[src/hdl/rxro_consts.vh]
`ifndef RXRO_CONSTS_VH
`define RXRO_CONSTS_VH

// Line mode encodings.
`define RXRO_MODE_DS3        2'h0
`define RXRO_MODE_STS1       2'h1
`define RXRO_MODE_E3         2'h2

// Reset values of line_codec_enable, monitor_mode_active and every other output except line_mode.
`define RXRO_RST_SINGLE_RAIL 1'h0
`define RXRO_RST_MONITOR     1'h0
`define RXRO_RST_OUT         1'h0
`define RXRO_RST_SFM         1'h0

// Bit positions of the strap pins in both synchroniser stages.
`define RXRO_PIN_HOST        3'h0
`define RXRO_PIN_RAIL        3'h1
`define RXRO_PIN_MONITOR     3'h2
`define RXRO_PIN_E3          3'h3
`define RXRO_PIN_STS1        3'h4
`define RXRO_PIN_SFM         3'h5

// Core clock and reference figures, in kHz.
`define RXRO_CORE_CLK_KHZ    25000
`define RXRO_SFM_REF_KHZ     12288

`endif

[src/hdl/rxro_rail_out.v]
// Behaviour
// - Dual-rail: received negative pulses drive the shared negative/violation output.
// - Host mode: rail format comes from a software control bit.
// - Single-rail: output pulses high per code violation, low otherwise.
// - Hardware mode: monitor select high enables monitoring mode.
// - Host mode: monitoring mode follows software control bit.
// - Host mode: monitor pin becomes serial data output.
// - Single-frequency mode: 12.288 MHz reference, rate clock synthesized internally.
// - Single-frequency mode: low-jitter clock output at the selected mode rate.
// - Single-frequency enable defaults off when unconnected.
// - E3 select high gives E3; else STS-1 high, DS3 low.
// - Single-rail enables the line decoder; dual-rail disables it.
// - Control mode select high is host mode, low hardware mode.
`timescale 1ns/1ps
`include "rxro_consts.vh"

module rxro_rail_out
(
    // Clock and reset
    input  wire       core_clk,
    input  wire       srst,
    // Pins sampled from outside the clock domain
    input  wire       control_mode_select,
    input  wire       rail_format_select,
    input  wire       monitor_mode_select,
    input  wire       e_three_select,
    input  wire       sonet_or_t3_select,
    input  wire       single_freq_enable,
    // Host control bits from the serial register file
    input  wire       host_single_rail,
    input  wire       host_monitor_en,
    input  wire       serial_port_data_out,
    // Receive data from the line decoder, one cycle per recovered bit
    input  wire       rx_bit_strobe,
    input  wire       receive_negative_rail,
    input  wire       code_violation_flag,
    // Outputs to the framer
    output reg        neg_rail_or_violation_out,
    // Monitor pin as two signals
    output reg        monitor_pin_out,
    output reg        monitor_pin_oe,
    // Status and clock steering
    output reg        monitor_mode_active,
    output reg        line_codec_enable,
    output reg  [1:0] line_mode,
    output reg        synth_enable,
    output reg        clk_out_enable
);

    // Two flip-flops per strap pin; logic reads only the second stage.
    reg [5:0] sync1_reg;
    reg [5:0] sync2_reg;

    wire host_mode   = sync2_reg[`RXRO_PIN_HOST];
    wire hw_rail     = sync2_reg[`RXRO_PIN_RAIL];
    wire hw_monitor  = sync2_reg[`RXRO_PIN_MONITOR];
    wire pin_e3      = sync2_reg[`RXRO_PIN_E3];
    wire pin_sts1    = sync2_reg[`RXRO_PIN_STS1];
    // An unconnected enable is pulled low on the pad, so reset also holds it off.
    wire pin_sfm     = sync2_reg[`RXRO_PIN_SFM];

    // Host mode takes the software bit, hardware mode the strap pin.
    function select_source;
        input host;
        input soft_bit;
        input pin_bit;
        begin
            if (host)
                select_source = soft_bit;
            else
                select_source = pin_bit;
        end
    endfunction

    wire single_rail = select_source(host_mode, host_single_rail, hw_rail);
    wire monitor_on  = select_source(host_mode, host_monitor_en, hw_monitor);

    function [1:0] mode_decode;
        input e3;
        input sts1;
        begin
            if (e3)
                mode_decode = `RXRO_MODE_E3;
            else if (sts1)
                mode_decode = `RXRO_MODE_STS1;
            else
                mode_decode = `RXRO_MODE_DS3;
        end
    endfunction

    // First stage takes the raw pins; nothing but the second stage reads it.
    always @(posedge core_clk)
    begin
        if (srst)
        begin
            sync1_reg <= 6'h00;
        end
        else
        begin
            sync1_reg[`RXRO_PIN_HOST]    <= control_mode_select;
            sync1_reg[`RXRO_PIN_RAIL]    <= rail_format_select;
            sync1_reg[`RXRO_PIN_MONITOR] <= monitor_mode_select;
            sync1_reg[`RXRO_PIN_E3]      <= e_three_select;
            sync1_reg[`RXRO_PIN_STS1]    <= sonet_or_t3_select;
            sync1_reg[`RXRO_PIN_SFM]     <= single_freq_enable;
        end
    end

    always @(posedge core_clk)
    begin
        if (srst)
        begin
            sync2_reg <= 6'h00;
        end
        else
        begin
            sync2_reg <= sync1_reg;
        end
    end

    // One cycle per strobe, so a downstream counter never counts a bit twice.
    always @(posedge core_clk)
    begin
        if (srst)
        begin
            neg_rail_or_violation_out <= `RXRO_RST_OUT;
        end
        else if (single_rail)
        begin
            neg_rail_or_violation_out <= rx_bit_strobe & code_violation_flag;
        end
        else
        begin
            neg_rail_or_violation_out <= rx_bit_strobe & receive_negative_rail;
        end
    end

    // The line decoder runs only when the violation flag, not the negative rail, is wanted.
    always @(posedge core_clk)
    begin
        if (srst)
        begin
            line_codec_enable <= `RXRO_RST_SINGLE_RAIL;
        end
        else
        begin
            line_codec_enable <= single_rail;
        end
    end

    always @(posedge core_clk)
    begin
        if (srst)
        begin
            monitor_mode_active <= `RXRO_RST_MONITOR;
        end
        else
        begin
            monitor_mode_active <= monitor_on;
        end
    end

    // In hardware mode the same pad is the monitor strap, so it must not be driven.
    always @(posedge core_clk)
    begin
        if (srst)
        begin
            monitor_pin_oe <= `RXRO_RST_OUT;
        end
        else
        begin
            monitor_pin_oe <= host_mode;
        end
    end

    // Held low while not driving, so enabling the pad never shows a stale bit.
    always @(posedge core_clk)
    begin
        if (srst)
        begin
            monitor_pin_out <= `RXRO_RST_OUT;
        end
        else
        begin
            monitor_pin_out <= host_mode & serial_port_data_out;
        end
    end

    always @(posedge core_clk)
    begin
        if (srst)
        begin
            line_mode <= `RXRO_MODE_DS3;
        end
        else
        begin
            line_mode <= mode_decode(pin_e3, pin_sts1);
        end
    end

    // Reset holds the synthesizer off, matching an enable pin left floating.
    always @(posedge core_clk)
    begin
        if (srst)
        begin
            synth_enable <= `RXRO_RST_SFM;
        end
        else
        begin
            synth_enable <= pin_sfm;
        end
    end

    always @(posedge core_clk)
    begin
        if (srst)
        begin
            clk_out_enable <= `RXRO_RST_SFM;
        end
        else
        begin
            clk_out_enable <= pin_sfm;
        end
    end

endmodule // rxro_rail_out

[config.mk]
export PLATFORM = sky130hd
export DESIGN_NAME = rxro_rail_out
export DESIGN_NICKNAME = d
export VERILOG_FILES = /design/src/hdl/rxro_rail_out.v
export VERILOG_INCLUDE_DIRS = /design/src /design/src/hdl
export SDC_FILE = /design/constraint.sdc
export NUM_CORES = 1
export LEC_CHECK = 0
export BUFFER_PORTS_ARGS = -buffer_cell sky130_fd_sc_hd__buf_2
export CELL_PAD_IN_SITES_DETAIL_PLACEMENT = 1
export CELL_PAD_IN_SITES_GLOBAL_PLACEMENT = 1
export CORE_MARGIN = 3
export CORE_UTILIZATION = 39
export CTS_BUF_LIST = sky130_fd_sc_hd__clkbuf_8
export CTS_CLUSTER_DIAMETER = 100
export DETAILED_ROUTE_END_ITERATION = 12
export PLACE_DENSITY_LB_ADDON = 0.05
export REMOVE_ABC_BUFFERS = 1
export SYNTH_ARGS = -nofsm -noshare
export SYNTH_HDL_FRONTEND = slang
export SYNTH_SLANG_ARGS = --single-unit
export TNS_END_PERCENT = 20
[constraint.sdc]
create_clock -name core_clk -period 1.9 [get_ports core_clk]
set_input_delay 0.095 -clock core_clk [delete_from_list [all_inputs] [get_ports core_clk]]
set_output_delay 0.095 -clock core_clk [all_outputs]
set_load 0.02 [all_outputs]
==> out/metrics.cfg, run 1 <==
[run_status]
outcome = completed

[clock_network]
clock_tree.root_cell = clkbuf_8
cts_hold_buffers = 0
worst_setup_hold_path_clk_slew_ns = 0.07
cts_resized = 0
clkSinkCount = 20
clk_path_buf_depth = 2
setup_bufs_post_cts = 0
tritoncts = done
worstSkewPairLatency_ns = 0.25
cts_buffers = 3
clock_tree.htree_level_count = 1

[timing]
max_clock_freq_mhz = 1060
setup_tns_ns = 0
fin_skew_ns = 0.00102
maxSlewViolCount = 0
setup_viol = 0
fin_crit_period_ns = 0.945
hold_viol = 0
timing.slew.headroom_pct = 80.2
tightestPinTransition_ns = 0.298
crit_share_post_route_pct = 49.7
final.setup.worst_slack_ns = 0.955
rsz0062_at_grt = false

[synthesis]
ys.flop_type = dfxtp_1
synthDistinctLibCells = 12
post-synth-top-count-cell = dfxtp_1
mappedNetlistArea_um2 = 589
yosysTopAreaCellShare_pct = 67.9
proportion_of_synthesized_chip_area_in_sequential_cells_pct = 67.9
synthCells = 47
synth-edff-count = 0
synth-seq-cells = 20
synth_top_cells_by_count = dfxtp_1, and2b_1, nor2b_1, mux2i_1
yosysWarningCount = 0
yosysTopAreaCell = dfxtp_1
synth.top_cells.by_area = dfxtp_1, and2b_1, nor2b_1
synthesis.area_per_instance_um2 = 12.5
synth-async-reset-ratio_pct = 0

[power]
irDropWorstVdd_uv = 598
p_leak_nw = 0.374
power-per-cell-area_mw_per_mm2 = 1060

[layout]
number_of_standard_cells_in_the_final_layout_excluding_fillers = 85
finish.net_count = 85
finalInstanceArea_um2 = 756
num-fill-cells = 154
finish.utilization_pct = 55.3
syn_to_final_growth_pct = 28.2
count_of_antenna_diodes_in_the_layout = 0
final_layout_size_suffix_gt1_share_pct = 38.6

[grt]
vias_in_the_first_global_route = 381
grt_max_degree = 21
grt_pass1_wl_um = 1480
grt_use_total_pct = 10.8
global_route.overflow_total = 0
grt_antenna_before_repair = 0

[setup_path]
cp_data_required_time_ns = 2.08
regToRegStartpoint = sync2_reg[0]$_SDFF_PP0_
timing.setup.critical_path_class = reg2reg
highest_fanout_seen_on_the_critical_path = 3
startpoint_type = flop
worstSetupEndpointType = flop
arrival_ns = 1.13
crit_path_from = sync2_reg[0]$_SDFF_PP0_

[detailed_routing]
detail_route.iter0.violations = 2
wl_per_cell_um = 10.6
number_of_detailed_route_iterations_in_the_first_pass = 2
antenna_left = 0
vias = 389
viasPerCell = 4.58
wl_um = 903
post-route-drc-count = 0

[die]
die-area_mm2 = 0.00201
num_io_pins = 23
dieHeight_um = 44.9
die_width_um = 44.9
rows = 13
floorplan.initialDensity_pct = 43.1
core_area_mm2 = 0.00137

[place]
io_buffers = 22
detailed_place.area_um2 = 701
finalWeightedCongestion = 0.594
dp_cells = 81
place_worst_setup_slack_ns = 0.969

[job]
cap_viol_max_count = 0

[hold_path]
worst_hold_path_type = in2reg
timing.hold.worst.start = sonet_or_t3_select

-- final cells by class --
type	instances	area [um^2]	share of cell area, %
multi-input cells	24	171	22.7
repair buffers	22	110	14.6
well taps	15	18.8	2.48
flip-flops and latches	20	400	53.0
clock buffers	4	55.1	7.28
-- cells in the final DEF, fill, tap and decap left out --
cell type  netlist  layout
nor2b_1          7       7
nand3b_1         2       2
clkbuf_8         0       4
mux2i_1          3       3
and2_1           1       1
buf_2            1      22
and2b_1          7       7
nor2b_2          1       1
dfxtp_1         20      20
nor3b_1          1       1
nor2_1           2       2
-- per-layer routing --
| metal | vias to the layer above | part of all wire (%) | track usage (%) |
|---|---|---|---|
| li1 | 190 | - | - |
| met1 | 172 | 38 | 9.18 |
| met2 | 23 | 47 | 18.3 |
| met3 | 4 | 13 | 5.98 |
| met4 | 0 | 3.3 | 8.19 |
| met5 | - | 0 | 0 |
-- power by group --
| part | switching [mW] | internal, mW | leakage [nW] |
|---|---|---|---|
| clock | 0.127 | 0.184 | 0.0288 |
| sequential | 0.00413 | 0.436 | 0.164 |
| combinational | 0.0233 | 0.0257 | 0.181 |
| total | 0.154 | 0.646 | 0.374 |
-- path summary, 6_finish.rpt --
path	slack [ns]	cells after the start	end
min	0.04	2	sync1_reg[4]$_SDFF_PP0_
max reg2reg	0.96	2	neg_rail_or_violation_out$_SDFF_PP0_
max	0.96	2	neg_rail_or_violation_out$_SDFF_PP0_
min reg2reg	0.41	1	line_mode[0]$_SDFF_PP0_
-- kinds of logic (layout without fill, tap and decap cells) --
logic type / after synthesis / in the layout / share of synthesized area [%]
simple gates: 21 / 21 / 24.0
flops: 20 / 20 / 67.9
buf+inv: 3 / 26 / 2.97
mux: 3 / 3 / 5.10
-- worst max-delay path, stage by stage (launching register included) --
cell and delay, ns:
dfxtp_1 0.38, mux2i_1 0.30, mux2i_1 0.20
-- metrics by stage --
step           power [mW]  hold WS, ns
6_report            0.800       0.0425
5_1_grt             0.840       0.0425
4_1_cts             0.814       0.0383
3_5_place_dp        0.500        0.304
3_3_place_gp        0.498        0.300
2_1_floorplan       0.474        0.165
Note: power is estimated with default switching activity, not from simulation.
==> run 2, diff against run 1 <==
ABC_AREA = 1   (was not set)
CORE_UTILIZATION = 35   (was 39)
clock period = 0.96 ns   (was 1.9 ns; I/O delays follow)
==> run 2 against run 1 <==
Largest cell class unchanged. Count of clock-buffer cells in the layout stayed put. Die area is 16% higher. Combinational power rose to 2.6 times the previous value. Setup slack worse by 0.82 ns. Largest power group unchanged. Utilization decreased by 1.9 points. Wire length increased by 22%. Sequential power grew 99%. Fmax increased by 15%.
==> out/metrics.cfg, run 2 <==
[run_status]
outcome = completed

[layout]
syn_to_final_growth_pct = 36.0
final_common_cell = buf_2
finish.utilization_pct = 53.4  ; -1.9 points
layout.cells.most_common_list = buf_2, dfxtp_1, nor2_1
count_of_antenna_diodes_in_the_layout = 0  ; unchanged
number_of_standard_cells_in_the_final_layout_excluding_fillers = 126  ; +48%
multiInputGateArea_um2 = 134  ; -22%
final_layout_size_suffix_gt1_share_pct = 29.4  ; -9.2 points
num-fill-cells = 191  ; +24%
layout.area.seq_um2 = 400  ; unchanged
finish.net_count = 117  ; +38%

[timing]
tightestPinTransition_ns = 0.348  ; +0.0503 ns
setup_tns_ns = 0  ; unchanged
hold_viol = 0  ; unchanged
setup_viol = 0  ; unchanged
timing.slew.headroom_pct = 76.8  ; -3.4 points
rsz0062_at_grt = false
fin_crit_period_ns = 0.823  ; -0.121 ns
crit_share_post_route_pct = 85.7  ; +36 points
fin_skew_ns = 0.00254  ; +0.00152 ns
maxSlewViolCount = 0  ; unchanged
max_clock_freq_mhz = 1210  ; +15%
holdWs_ns = 0.000858  ; -0.0416 ns

[clock_network]
clkSinkCount = 20  ; unchanged
cts_buffers = 3  ; unchanged
clock_tree.htree_level_count = 1  ; unchanged
clk_path_buf_depth = 2  ; unchanged
worst_setup_hold_path_clk_slew_ns = 0.07  ; about the same
cts_resized = 0  ; unchanged
tritoncts = done
worstSkewPairLatency_ns = 0.25  ; about the same
clock_tree.root_cell = clkbuf_8

[place]
half_perimeter_wire_length_after_placement_um = 757
io_buffers = 22  ; unchanged
finalWeightedCongestion = 0.740  ; +25%
dp_cells = 117  ; +44%

[setup_path]
cp_data_required_time_ns = 1.12  ; -0.96 ns
regToRegSetupSlack_ns = 0.14  ; -0.82 ns
timing.setup.critical_path_class = reg2reg
highest_fanout_seen_on_the_critical_path = 5  ; +2
startpoint_type = flop
worstSetupEndpointType = flop
regToRegEndpoint = neg_rail_or_violation_out$_SDFF_PP0_
regToRegStartpoint = sync2_reg[0]$_SDFF_PP0_
r2r_cells = 5  ; +3
arrival_ns = 0.98  ; -0.15 ns

[synthesis]
synth-seq-cells = 20  ; unchanged
synth_top_cells_by_count = dfxtp_1, nor2_1, inv_1, nand2_1
yosysTopAreaCellShare_pct = 64.0  ; -3.9 points
ys.flop_type = dfxtp_1
yosysWarningCount = 0  ; unchanged
synthesis.area_per_instance_um2 = 8.45  ; -33%
yosysTopAreaCell = dfxtp_1
synth.top_cells.by_area = dfxtp_1, nor2_1, inv_1
mappedNetlistArea_um2 = 626  ; +6.2%
synth-async-reset-ratio_pct = 0  ; unchanged
synth-edff-count = 0  ; unchanged
synthDistinctLibCells = 12  ; unchanged
proportion_of_synthesized_chip_area_in_sequential_cells_pct = 64.0  ; -3.9 points
post-synth-top-count-cell = dfxtp_1
synthCells = 74  ; +57%

[detailed_routing]
wl_per_cell_um = 8.75  ; -18%
post-route-drc-count = 0  ; unchanged
viasPerCell = 3.90  ; -15%
number_of_detailed_route_iterations_in_the_first_pass = 1  ; -1
wl_um = 1100  ; +22%
antenna_left = 0  ; unchanged
vias = 491  ; +26%
detail_route.iter0.violations = 0  ; -2

[hold_path]
timing.hold.worst_endpoint = sync1_reg[1]$_SDFF_PP0_
timing.hold.worst.start = rail_format_select
hold-path-cell-count = 3  ; +1
worst_hold_path_type = in2reg

[grt]
grt_use_total_pct = 11.2  ; +0.41 points
grt_pass1_wl_um = 1680  ; +13%
grt_antenna_before_repair = 0  ; unchanged
vias_in_the_first_global_route = 427  ; +12%
grt_max_degree = 21  ; unchanged
global_route.overflow_total = 0  ; unchanged

[die]
dieHeight_um = 48.3  ; +7.6%
core_area_mm2 = 0.00159  ; +17%
die_width_um = 48.3  ; +7.6%
rows = 14  ; +1
floorplan.initialDensity_pct = 39.2  ; -3.9 points
die-area_mm2 = 0.00233  ; +16%
num_io_pins = 23  ; unchanged

[power]
p_leak_nw = 0.447  ; +19%
irDropWorstVdd_uv = 889  ; +49%
power-per-cell-area_mw_per_mm2 = 1920  ; +81%

[job]
cap_viol_max_count = 0  ; unchanged

## run 2: cell count changes after synthesis, moves of 2 or more
cell / before / now
nand2_1: 0 / 7
nand3b_1: 2 / 0
inv_1: 0 / 18
and2b_1: 7 / 0
mux2i_1: 3 / 0
nand2_2: 0 / 2
nor2b_1: 7 / 0
nor2_1: 2 / 19
## run 2: worst max path at each step
| stage | slack (ns) | to | startpoint |
|---|---|---|---|
| finish | 0.14 | neg_rail_or_violation_out$_SDFF_PP0_ | sync2_reg[0]$_SDFF_PP0_ |
| global route | 0.09 | neg_rail_or_violation_out$_SDFF_PP0_ | sync2_reg[0]$_SDFF_PP0_ |
| CTS | 0.13 | neg_rail_or_violation_out$_SDFF_PP0_ | sync2_reg[0]$_SDFF_PP0_ |
| detailed placement | 0.15 | neg_rail_or_violation_out$_SDFF_PP0_ | sync2_reg[0]$_SDFF_PP0_ |
| global placement | 0.18 | neg_rail_or_violation_out$_SDFF_PP0_ | sync2_reg[0]$_SDFF_PP0_ |
| floorplan | 0.21 | neg_rail_or_violation_out$_SDFF_PP0_ | sync2_reg[0]$_SDFF_PP0_ |
## run 2: final cells by class
class / instances / area share (%)
multi-input cells: 32 / 15.7
clock buffers: 4 / 6.47
flip-flops and latches: 20 / 47.1
well taps: 24 / 3.53
inverters: 19 / 8.38
repair buffers: 27 / 18.8
## run 2: per-layer routing
layer | up-vias | global-route usage [%] | share of wire, %
li1 | 260 | - | -
met1 | 211 | 11.5 | 43
met2 | 18 | 18.2 | 49
met3 | 2 | 3.32 | 7.1
met4 | 0 | 9.68 | 1.0
met5 | - | 0 | 0
## run 2: worst max-delay path, stage by stage (launching register included)
cell and delay [ns]:
dfxtp_1 0.41, inv_2 0.08, nand2_2 0.07, nand2_2 0.05, nor2_2 0.07, nor2_1 0.04
## run 2: cell families after synthesis
family	count (synthesis)	share of synthesized area, %
simple gates	31	20.6
buf+inv	22	14.6
flops	20	64.0
compound gates	1	0.799
## run 2: per-stage QoR
step / setup slack (ns) / instance area, um^2 / total power, mW
final: 0.137 / 851 / 1.63
after global routing: 0.0884 / 851 / 1.72
after CTS: 0.127 / 851 / 1.66
after detailed placement: 0.149 / 746 / 1.01
after global placement: 0.177 / 746 / 1.00
after floorplan: 0.208 / 606 / 0.947
## run 2: timing repair
item / 4_1_cts / 5_1_grt
hold endpoints to repair: 5 / 0
hold buffers: 5 / 0
setup buffers: 0 / 0
## run 2: power by group
part | switching (mW) | leakage [nW] | internal (mW) | total [mW]
Sequential | 0.0103 | 0.165 | 0.863 | 0.874
Clock | 0.269 | 0.0288 | 0.365 | 0.634
Combinational | 0.0662 | 0.254 | 0.0588 | 0.125
Total | 0.345 | 0.447 | 1.29 | 1.63
